File: src/design/stc_pkg.sv
// stc_pkg: constants, register map and field layouts of the split timer/counter
// assumes: a 32-bit APB slave sits in front of the registers, clock at 100 MHz
package stc_pkg;

  // register byte offsets on the bus
  localparam logic [7:0] ADDR_CFG    = 8'h00; // mode, edges, clock source
  localparam logic [7:0] ADDR_CTRL   = 8'h04; // run, gate, outputs, polarity
  localparam logic [7:0] ADDR_STAT   = 8'h08; // sticky flags, write 1 to clear
  localparam logic [7:0] ADDR_VALUE  = 8'h0C; // count_value (upper/lower count)
  localparam logic [7:0] ADDR_RELOAD = 8'h10; // reload_value (upper/lower reload)
  localparam logic [7:0] ADDR_CMP    = 8'h14; // compare_value (upper/lower compare)

  // flag positions in the status register
  localparam int FLG_OVF  = 0; // overflow_flag
  localparam int FLG_CMP  = 1; // compare_flag
  localparam int FLG_LOVF = 2; // low_overflow_flag
  localparam int FLG_LCMP = 3; // low_compare_flag
  localparam int FLG_W    = 4;

  // edge_select encodings
  localparam logic [1:0] EDGE_NONE = 2'h0;
  localparam logic [1:0] EDGE_RISE = 2'h1;
  localparam logic [1:0] EDGE_FALL = 2'h2;
  localparam logic [1:0] EDGE_BOTH = 2'h3;

  // counting limits
  localparam logic [15:0] MAX16 = 16'hFFFF; // full 16-bit range
  localparam logic [15:0] MAX8  = 16'h00FF; // one 8-bit half

  // clock source figures
  localparam int SYS_CLK_KHZ = 100000; // system clock rate
  localparam int ALT_CLK_KHZ = 32;     // alternate clock nominal rate
  localparam int ALT_MIN_DIV = 4;      // alternate no faster than sys/4

  // configuration register layout, msb first
  typedef struct packed {
    logic       clock_source_select; // 7: 1 = sampled alternate clock
    logic [2:0] prescale_field;      // 6:4 divide by 2**n
    logic       split_mode;          // 3: dual 8-bit timers
    logic [1:0] edge_select;         // 2:1 counted / captured edges
    logic       count_select;        // 0: count pin edges
  } stc_cfg_s;

  // control register layout, msb first
  typedef struct packed {
    logic out_en_secondary; // 8
    logic pol_secondary;    // 7
    logic irq_enable;       // 6
    logic out_en_primary;   // 5
    logic pol_primary;      // 4
    logic run_secondary;    // 3
    logic run_primary;      // 2
    logic one_shot;         // 1: cleared by hardware on reload
    logic gate_enable;      // 0
  } stc_ctrl_s;

  localparam stc_cfg_s  CFG_RST  = '0;
  localparam stc_ctrl_s CTRL_RST = '0;
  localparam int CFG_W  = $bits(stc_cfg_s);
  localparam int CTRL_W = $bits(stc_ctrl_s);

endpackage : stc_pkg

File: src/design/stc_clk_src.sv
// stc_clk_src: timer input clock selection and prescaler, one tick per timer clock
// assumes: alt_clk_in is a slow free-running level, at most a quarter of clk
`timescale 1ns/100ps

module stc_clk_src #(
  parameter int DIV_W = 3 // width of the prescale field
) (
  // clock and reset
  input  wire logic             clk,
  input  wire logic             sys_rst,
  // selection
  input  wire logic             src_sel,  // 1 = alternate clock
  input  wire logic [DIV_W-1:0] div_sel,  // divide by 2**div_sel
  input  wire logic             alt_clk_in,
  // result
  output logic                  tick
);

  localparam int CNT_W = (1 << DIV_W) - 1; // widest divider needed

  initial
  begin
    if (DIV_W < 1 || DIV_W > 4)
      $error("stc_clk_src: DIV_W out of range");
    if (stc_pkg::SYS_CLK_KHZ < stc_pkg::ALT_MIN_DIV * stc_pkg::ALT_CLK_KHZ)
      $error("stc_clk_src: alternate clock too fast to sample");
  end

  logic             alt_s1;   // first sync stage, read only by alt_s2
  logic             alt_s2;   // second sync stage
  logic             alt_s3;   // edge history
  logic [CNT_W-1:0] pre_cnt;  // prescaler count
  logic             base;     // undivided timer clock enable
  logic [CNT_W-1:0] mask;     // low bits that must all be set
  logic [CNT_W-1:0] next_cnt;
  logic             next_tick;

  // source pick and divide; sampling limits alternate to sys/4
  always_comb
  begin
    base      = src_sel ? (alt_s2 & ~alt_s3) : 1'b1;
    mask      = CNT_W'((1 << div_sel) - 1);
    next_cnt  = pre_cnt;
    next_tick = 1'b0;
    if (base)
    begin
      next_cnt  = CNT_W'(pre_cnt + 1'b1);
      next_tick = ((pre_cnt & mask) == mask);
    end
  end

  // registers only
  always_ff @(posedge clk)
  begin
    if (sys_rst)
    begin
      alt_s1  <= 1'b0;
      alt_s2  <= 1'b0;
      alt_s3  <= 1'b0;
      pre_cnt <= '0;
      tick    <= 1'b0;
    end
    else
    begin
      alt_s1  <= alt_clk_in;
      alt_s2  <= alt_s1;
      alt_s3  <= alt_s2;
      pre_cnt <= next_cnt;
      tick    <= next_tick;
    end
  end

endmodule : stc_clk_src

File: src/design/stc_timer.sv
// stc_timer: counter, dual 8-bit timer, 8-bit capture and 8-bit counter modes
// assumes: APB master on the bus side, pins synchronous to clk, one clock domain
//
// Contract
// - count_select counts chosen pin edges in value
// - edge codes rise, fall, both
// - edge_select zero holds the count
// - overflow loads reload, not zero
// - overflow sets flag, interrupt when enabled
// - compare match sets flag, interrupt when enabled
// - compare outside reload..max never matches
// - counter: primary pin input, secondary toggles
// - polarity takes effect on enable rising
// - split mode halves value, reload, compare
// - secondary has own run, flags
// - both timer outputs go to internals
// - enables route halves to their pins
// - output starts at polarity, toggles on events
// - primary gated when pin equals polarity, primary output off
// - secondary never gated
// - single-shot runs primary until reload
// - single-shot with run keeps output running
// - nonzero edges capture primary only
// - split counter reloads upper half, flags
// - clock source select, alternate sampled, prescaled
`timescale 1ns/100ps

module stc_timer #(
  parameter int DIV_W = 3 // prescale field width
) (
  // clock and reset
  input  wire logic        clk,
  input  wire logic        sys_rst,
  // apb slave
  input  wire logic        psel,
  input  wire logic        penable,
  input  wire logic        pwrite,
  input  wire logic [7:0]  paddr,
  input  wire logic [31:0] pwdata,
  output logic [31:0]      prdata,
  output logic             pready,
  output logic             pslverr,
  // pins
  input  wire logic        alt_clk_in,       // slow alternate clock
  input  wire logic        primary_pin_in,
  output logic             primary_pin_out,
  output logic             primary_pin_oe,
  output logic             secondary_pin_out,
  output logic             secondary_pin_oe,
  // internal peripherals
  output logic             primary_clk_out,  // raw primary timer output
  output logic             secondary_clk_out, // raw secondary timer output
  output logic             irq_req
);

  // only a three-bit prescale field is decoded below
  initial
  begin
    if (DIV_W != 3)
      $error("stc_timer: prescale field is three bits wide");
  end

  // step result: {overflow, match, next value}
  typedef logic [17:0] stc_step_t;

  // one count step within [r..m]; match only when c inside that range
  function automatic stc_step_t stc_step(input logic [15:0] v, input logic [15:0] r,
                                         input logic [15:0] c, input logic [15:0] m,
                                         input logic en);
    logic [15:0] nv;
    logic        ov;
    // a step without enable keeps the value and flags nothing
    nv = v;
    ov = 1'b0;
    if (en)
    begin
      ov = (v == m);
      nv = ov ? r : 16'(v + 16'h0001);
    end
    return {ov, en & (nv == c) & (c >= r) & (c <= m), nv};
  endfunction : stc_step

  // edge decode of the sampled primary pin
  function automatic logic stc_edge(input logic [1:0] sel, input logic cur, input logic prv);
    case (sel)
      stc_pkg::EDGE_RISE: return cur & ~prv;
      stc_pkg::EDGE_FALL: return ~cur & prv;
      stc_pkg::EDGE_BOTH: return cur ^ prv;
      default:            return 1'b0; // none counted
    endcase
  endfunction : stc_edge

  // register state
  stc_pkg::stc_cfg_s   cfg;          // configuration
  stc_pkg::stc_ctrl_s  ctrl;         // control bits
  logic [stc_pkg::FLG_W-1:0] flags;  // sticky flags

  logic [15:0] count_value;          // upper_count : lower_count
  logic [15:0] reload_value;         // upper_reload : lower_reload
  logic [15:0] compare_value;        // upper_compare : lower_compare

  logic        pin_prev;             // primary pin history
  logic        oe_p_prev;            // enable history for polarity latch
  logic        oe_s_prev;

  logic        tog_p;                // raw primary timer output
  logic        tog_s;                // raw secondary timer output
  logic        lev_p;                // primary pin level
  logic        lev_s;                // secondary pin level

  // next values
  stc_pkg::stc_cfg_s   next_cfg;
  stc_pkg::stc_ctrl_s  next_ctrl;
  logic [stc_pkg::FLG_W-1:0] next_flags;

  logic [15:0] next_count;
  logic [15:0] next_reload;
  logic [15:0] next_compare;

  logic        next_tog_p;
  logic        next_tog_s;
  logic        next_lev_p;
  logic        next_lev_s;

  logic        next_irq;
  logic [31:0] next_prdata;

  // working terms
  logic        tick;        // prescaled timer clock enable
  logic        wr;          // write strobe in access phase
  logic        hit;         // address is mapped

  logic        edge_hit;    // selected pin edge seen
  logic        gated;       // primary clock blocked by pin
  logic        capturing;   // primary in capture mode

  logic        inc_p;       // primary counts this cycle
  logic        inc_s;       // secondary counts this cycle

  logic        ev_p;        // primary overflow or match
  logic        ev_s;        // secondary overflow or match
  logic        ovf_p;
  logic        ovf_s;
  logic        cap_p;       // capture taken

  // flag set and clear terms
  logic [stc_pkg::FLG_W-1:0] set_f;
  logic [stc_pkg::FLG_W-1:0] clr_f;

  // step results of the full, upper and lower counters
  stc_step_t   r16;
  stc_step_t   rh;
  stc_step_t   rl;

  // timer clock source and prescaler
  stc_clk_src #(
    .DIV_W      (DIV_W)
  ) u_clk_src (
    .clk        (clk),
    .sys_rst    (sys_rst),
    .src_sel    (cfg.clock_source_select),
    .div_sel    (cfg.prescale_field),
    .alt_clk_in (alt_clk_in),
    .tick       (tick)
  );

  // zero wait state slave; unmapped offsets answer with an error
  always_comb
  begin
    hit     = (paddr == stc_pkg::ADDR_CFG) || (paddr == stc_pkg::ADDR_CTRL) ||
              (paddr == stc_pkg::ADDR_STAT) || (paddr == stc_pkg::ADDR_VALUE) ||
              (paddr == stc_pkg::ADDR_RELOAD) || (paddr == stc_pkg::ADDR_CMP);
    pready  = psel & penable;
    pslverr = psel & penable & ~hit;
    wr      = psel & penable & pwrite & hit;
  end

  // read data captured in the setup cycle so the access phase sees a flop
  always_comb
  begin
    next_prdata = prdata;
    if (psel & ~penable)
    begin
      case (paddr)
        stc_pkg::ADDR_CFG:    next_prdata = 32'(cfg);
        stc_pkg::ADDR_CTRL:   next_prdata = 32'(ctrl);
        stc_pkg::ADDR_STAT:   next_prdata = 32'(flags);
        stc_pkg::ADDR_VALUE:  next_prdata = 32'(count_value);
        stc_pkg::ADDR_RELOAD: next_prdata = 32'(reload_value);
        stc_pkg::ADDR_CMP:    next_prdata = 32'(compare_value);
        default:              next_prdata = 32'h0000_0000;
      endcase
    end
  end

  // timer next state; bus writes to value win over counting
  always_comb
  begin
    // primary clock is blocked only while its pin is an input
    gated     = ctrl.gate_enable & ~ctrl.out_en_primary &
                (primary_pin_in == ctrl.pol_primary);
    edge_hit  = stc_edge(cfg.edge_select, primary_pin_in, pin_prev);
    capturing = ~cfg.count_select & (cfg.edge_select != stc_pkg::EDGE_NONE);
    // single-shot overrides a stopped run bit until reload
    inc_p     = cfg.count_select ? edge_hit :
                (tick & (ctrl.run_primary | ctrl.one_shot) & ~gated);
    // secondary: own run bit, never gated, split mode only
    inc_s     = cfg.split_mode & tick & ctrl.run_secondary;
    r16       = stc_step(count_value, reload_value, compare_value, stc_pkg::MAX16, inc_p);
    rh        = stc_step({8'h00, count_value[15:8]}, {8'h00, reload_value[15:8]},
                         {8'h00, compare_value[15:8]}, stc_pkg::MAX8, inc_p);
    rl        = stc_step({8'h00, count_value[7:0]}, {8'h00, reload_value[7:0]},
                         {8'h00, compare_value[7:0]}, stc_pkg::MAX8, inc_s);
    cap_p     = capturing & edge_hit;

    next_count   = count_value;
    next_reload  = reload_value;
    next_compare = compare_value;
    set_f        = '0;
    ovf_s        = 1'b0;
    ev_s         = 1'b0;

    if (cfg.split_mode)
    begin
      // upper half is the primary, lower half the secondary
      next_count = {rh[7:0], rl[7:0]};
      ovf_p      = rh[17];
      ev_p       = rh[17] | (rh[16] & ~capturing);
      ovf_s      = rl[17];
      ev_s       = rl[17] | rl[16];
      set_f[stc_pkg::FLG_LOVF] = rl[17];
      set_f[stc_pkg::FLG_LCMP] = rl[16];
      set_f[stc_pkg::FLG_CMP]  = (rh[16] & ~capturing) | cap_p;
      if (cap_p)
        next_compare[15:8] = count_value[15:8];
    end
    else
    begin
      next_count = r16[15:0];
      ovf_p      = r16[17];
      ev_p       = r16[17] | (r16[16] & ~capturing);
      set_f[stc_pkg::FLG_CMP] = (r16[16] & ~capturing) | cap_p;
      if (cap_p)
        next_compare = count_value;
    end

    set_f[stc_pkg::FLG_OVF] = ovf_p;
    // status clears by writing ones; a same-cycle set wins
    clr_f = (wr && paddr == stc_pkg::ADDR_STAT) ? pwdata[stc_pkg::FLG_W-1:0] : '0;
    next_flags = (flags & ~clr_f) | set_f;

    // software loads come last, so a write beats the step
    if (wr && paddr == stc_pkg::ADDR_VALUE)
      next_count = pwdata[15:0];
    if (wr && paddr == stc_pkg::ADDR_RELOAD)
      next_reload = pwdata[15:0];
    if (wr && paddr == stc_pkg::ADDR_CMP)
      next_compare = pwdata[15:0];
  end

  // configuration, control and output waveform next state
  always_comb
  begin
    next_cfg  = cfg;
    next_ctrl = ctrl;
    if (wr && paddr == stc_pkg::ADDR_CFG)
      next_cfg = stc_pkg::stc_cfg_s'(pwdata[stc_pkg::CFG_W-1:0]);

    // single-shot falls at the primary reload; run bit keeps the output going
    if (ovf_p)
      next_ctrl.one_shot = 1'b0;
    if (wr && paddr == stc_pkg::ADDR_CTRL)
      next_ctrl = stc_pkg::stc_ctrl_s'(pwdata[stc_pkg::CTRL_W-1:0]);

    // raw outputs toggle on overflow or match; 16-bit mode drives both from one timer
    next_tog_p = tog_p ^ ev_p;
    next_tog_s = cfg.split_mode ? (tog_s ^ ev_s) : (tog_s ^ ev_p);

    // pin level restarts at polarity when its enable rises
    next_lev_p = lev_p ^ ev_p;
    // the primary enable as the pin sees it: counter mode keeps it low
    if (primary_pin_oe & ~oe_p_prev)
      next_lev_p = ctrl.pol_primary;
    next_lev_s = cfg.split_mode ? (lev_s ^ ev_s) : (lev_s ^ ev_p);
    if (ctrl.out_en_secondary & ~oe_s_prev)
      next_lev_s = ctrl.pol_secondary;

    // one request line from the enabled flags
    next_irq = ctrl.irq_enable & (|next_flags);
  end

  // registers only
  always_ff @(posedge clk)
  begin
    if (sys_rst)
    begin
      cfg           <= stc_pkg::CFG_RST;
      ctrl          <= stc_pkg::CTRL_RST;
      flags         <= '0;
      count_value   <= 16'h0000;
      reload_value  <= 16'h0000;
      compare_value <= 16'h0000;
      pin_prev      <= 1'b0;
      oe_p_prev     <= 1'b0;
      oe_s_prev     <= 1'b0;
      tog_p         <= 1'b0;
      tog_s         <= 1'b0;
      lev_p         <= 1'b0;
      lev_s         <= 1'b0;
      irq_req       <= 1'b0;
      prdata        <= 32'h0000_0000;
    end
    else
    begin
      cfg           <= next_cfg;
      ctrl          <= next_ctrl;
      flags         <= next_flags;
      count_value   <= next_count;
      reload_value  <= next_reload;
      compare_value <= next_compare;
      pin_prev      <= primary_pin_in;
      oe_p_prev     <= primary_pin_oe;
      oe_s_prev     <= ctrl.out_en_secondary;
      tog_p         <= next_tog_p;
      tog_s         <= next_tog_s;
      lev_p         <= next_lev_p;
      lev_s         <= next_lev_s;
      irq_req       <= next_irq;
      prdata        <= next_prdata;
    end
  end

  // pin drive; counter mode keeps the primary pin an input
  always_comb
  begin
    primary_pin_oe    = ctrl.out_en_primary & ~cfg.count_select;
    primary_pin_out   = lev_p;
    secondary_pin_oe  = ctrl.out_en_secondary;
    secondary_pin_out = lev_s;

    primary_clk_out   = tog_p;
    secondary_clk_out = tog_s;
  end

endmodule : stc_timer

File: config.mk
export PLATFORM = sky130hd
export DESIGN_NAME = stc_timer
export DESIGN_NICKNAME = d
export VERILOG_FILES = /design/src/design/stc_pkg.sv /design/src/design/stc_clk_src.sv /design/src/design/stc_timer.sv
export SDC_FILE = /design/constraint.sdc
export NUM_CORES = 1
export LEC_CHECK = 0
export BUFFER_PORTS_ARGS = -buffer_cell sky130_fd_sc_hd__buf_2
export CAP_MARGIN = 20
export CORE_UTILIZATION = 50
export CTS_BUF_LIST = sky130_fd_sc_hd__clkbuf_4 sky130_fd_sc_hd__clkbuf_8 sky130_fd_sc_hd__clkbuf_16
export CTS_CLUSTER_SIZE = 16
export DETAILED_ROUTE_END_ITERATION = 8
export PLACE_DENSITY = 0.78
export SLEW_MARGIN = 15
export SYNTH_ARGS = -nofsm -noshare
export SYNTH_HDL_FRONTEND = slang
export SYNTH_SLANG_ARGS = --single-unit
export TNS_END_PERCENT = 100
File: constraint.sdc
create_clock -name clk -period 8.06 [get_ports clk]
set_input_delay 1.209 -clock clk [delete_from_list [all_inputs] [get_ports clk]]
set_output_delay 1.209 -clock clk [all_outputs]
set_load 0.05 [all_outputs]
==> flow_summary.json <==
{
  "status": "complete, no violations",
  "grt_pass1_wl_mm": 38.0,
  "core_um2": 14500,
  "io_pins": 88,
  "synth_top_area_share_pct": 28.0,
  "syn_area_um2": 7430,
  "wl_mm": 24.4,
  "hold_viol_final": 0,
  "drive_above_1_share_pct": 10.1,
  "max_freq_mhz": 198,
  "post_cts_resized": 0,
  "async_reset_ff_share_pct": 0,
  "antenna_cells": 0,
  "cp_cell_sequence": "buf_2 -> inv_1 -> ha_1 -> nand2b_1 -> a311o_1 -> nand2_1 -> a22oi_1 -> a22oi_1 -> nand4b_1 -> nor4_1 -> a2111oi_0 -> a41oi_1",
  "powerDensity_nw_per_um2": 132,
  "grt_pass1_vias": 6957,
  "yosys-top-cells-count": "120 x nor2_1, 104 x dfxtp_1, 70 x mux2i_1",
  "leakage_nw": 2.94,
  "cp-end-kind": "register",
  "post-route-drc-count": 0,
  "combPwrFrac_pct": 8.1,
  "clk_path_buf_depth": 2,
  "postCtsHoldBufs": 0,
  "clockPowerShare_pct": 41.6,
  "detail-route-antenna-nets": 0,
  "dp_slack_ns": 2.79,
  "cts_tree": "yes",
  "nFillCells": 1376,
  "seq_area_frac_synth_pct": 28.0,
  "crit_path_top_delay_cell": "a2111oi_0",
  "fin_setup_tns_ns": 0,
  "worstPathRequired_ns": 8.25,
  "maxSlewViolCount": 0,
  "vias": 7711,
  "crit_type": "input port to register",
  "die-area_um2": 15400,
  "wl_per_cell_um": 21.3,
  "critPathArrivalTime_ns": 5.24,
  "area_growth_pct": 6.48,
  "place_congestion": 0.983,
  "hp-class": "register to register",
  "setup_ws_ns": 3.01,
  "die_w_um": 124,
  "nets": 1027,
  "die_height_um": 124,
  "drt_pre_antenna_iters": 5,
  "dp.cells": 1130,
  "cpMostUsedCell": "a22oi_1",
  "cts_num_sinks": 104,
  "h-tree-depth": 3,
  "final_cells": 1147,
  "post_cts_buffers": 0,
  "period_needed_ns": 5.05,
  "io_buffer_count": 55,
  "seqPwrFrac_pct": 50.3,
  "yosysUniqueCellTypes": 75,
  "p_int_w": 0.000758,
  "clock-root-buffer": "clkbuf_16",
  "fin_crit_sh_pct": 62.7,
  "power_switching_w": 0.000284,
  "fin_skew_ns": 0.00933,
  "ys_seq_elements": 104,
  "yosysMostFrequentCell": "nor2_1",
  "setup_viol": 0,
  "rows": 44,
  "cpPeakStageDelay_ns": 0.74,
  "cp-start-kind": "input port",
  "switching_share_pct": 27.2,
  "synth.area.top_cells": "dfxtp_1 28%, mux2i_1 9.4%, nor2_1 6.1%",
  "syn_inst": 965,
  "grtUsageTotal_pct": 32.9,
  "synth_edf_count": 0,
  "synth_flop_cell": "dfxtp_1",
  "syn_avg_cell_area_um2": 7.70,
  "max-cap-violations": 0,
  "max_slew.worst_pin.slew_ns": 1.16,
  "initial_utilization_pct": 51.1,
  "drt_iter0_markers": 888,
  "synth_warnings": 0,
  "grt_max_degree": 105,
  "ir_drop_v": 0.000142,
  "relSlewSlack_pct": 22.9,
  "avgViaCountPerCell": 6.72,
  "grt_setup_unrepaired": "no",
  "antenna_found_initial": 0,
  "dp.final_hpwl_mm": 17.1,
  "clkTransAtPathRegs_ns": 0.08,
  "grt_remaining_overflow": 0,
  "clk_latency_ns": 0.37,
  "cts_buffers": 9,
  "cp_max_fo": 20,
  "synth_largest_area_cell": "dfxtp_1"
}
[registers in the layout, indices dropped and copies added, names as in the netlist, 4 cells and up]
signal             cells
compare_value         16
count_value           16
prdata                16
reload_value          16
cfg                    8
ctrl                   8
u_clk_src.pre_cnt      7
flags                  4
[stage by stage]
| step | utilization (%) | hold WS, ns | area [µm²] | power (W) |
|---|---|---|---|---|
| floorplan | - | 0.414 | 7490 | 0.000601 |
| detailed placement | 52.4 | 0.439 | 7620 | 0.000619 |
| global placement | 52.4 | 0.429 | 7620 | 0.000618 |
| finish | 54.4 | 0.444 | 7910 | 0.00104 |
| CTS | 54.4 | 0.449 | 7900 | 0.00104 |
| global route | 54.4 | 0.468 | 7910 | 0.00107 |
[layout make-up]
| type | count | area [µm²] | area share, % |
|---|---|---|---|
| Clock buffer | 11 | 240 | 3.04 |
| Clock inverter | 5 | 40.0 | 0.506 |
| Tap cell | 184 | 230 | 2.91 |
| Timing Repair Buffer | 65 | 353 | 4.46 |
| Multi-Input combinational cell | 741 | 4830 | 61.0 |
| Sequential cell | 104 | 2080 | 26.3 |
| Inverter | 37 | 139 | 1.76 |
[power groups by stage]
| stage | registers, W | logic (W) | clock network [W] |
|---|---|---|---|
| floorplan | 0.000547 | 0.0000546 | 0 |
| global placement | 0.000536 | 0.0000824 | 0 |
| detailed placement | 0.000536 | 0.0000834 | 0 |
| CTS | 0.000524 | 0.0000837 | 0.000435 |
| global route | 0.000524 | 0.0000910 | 0.000454 |
| finish | 0.000524 | 0.0000845 | 0.000433 |
[worst max-delay path: cells and delay by family]
kind | cells | cell delay (ns)
buffers and inverters | 2 | 0.20
adder cells (fa/ha/maj) | 1 | 0.29
AND/OR/NAND/NOR | 4 | 1.16
AO/OA/AOI/OAI | 5 | 2.38
[placed cells by master, fill, tap and decap left out, types with 13 or more instances in the layout]
master,instances
a211oi_1,40
a21oi_1,48
a221oi_1,15
a31oi_1,14
and3_1,13
buf_2,54
conb_1,16
dfxtp_1,104
ha_1,22
inv_1,37
mux2i_1,70
nand2_1,64
nand2b_1,15
nand3_1,25
nand4_1,15
nor2_1,120
nor3_1,30
o211ai_1,15
o21ai_0,35
o22ai_1,13
xnor2_1,14
[logic make-up after synthesis]
| family | synth area share (%) |
|---|---|
| simple gates | 22.3 |
| compound gates | 25.5 |
| buf+inv | 7.95 |
| flops | 28.0 |
| mux | 9.73 |
| xor+xnor | 2.71 |
| fa+ha+maj | 3.70 |
| other cells | 0.0505 |
[final timing paths]
path	startpoint	endpoint	slack, ns	cells past startpoint
hold / removal	u_clk_src.alt_s2	u_clk_src.alt_s3	0.44	2
setup / recovery	primary_pin_in	irq_req	3.01	12
setup reg to reg	count_value[8]	irq_req	3.13	11
hold reg to reg	u_clk_src.alt_s2	u_clk_src.alt_s3	0.44	2
[per-layer routing]
layer | track usage, % | up-vias | wire length [µm]
met2 | 48.8 | 465 | 10400
met1 | 44.1 | 3637 | 10100
li1 | - | 3523 | -
met3 | 7.97 | 86 | 2770
met5 | 0 | - | 0
met4 | 16.9 | 0 | 1030
Note: power is estimated with default switching activity, not from simulation.
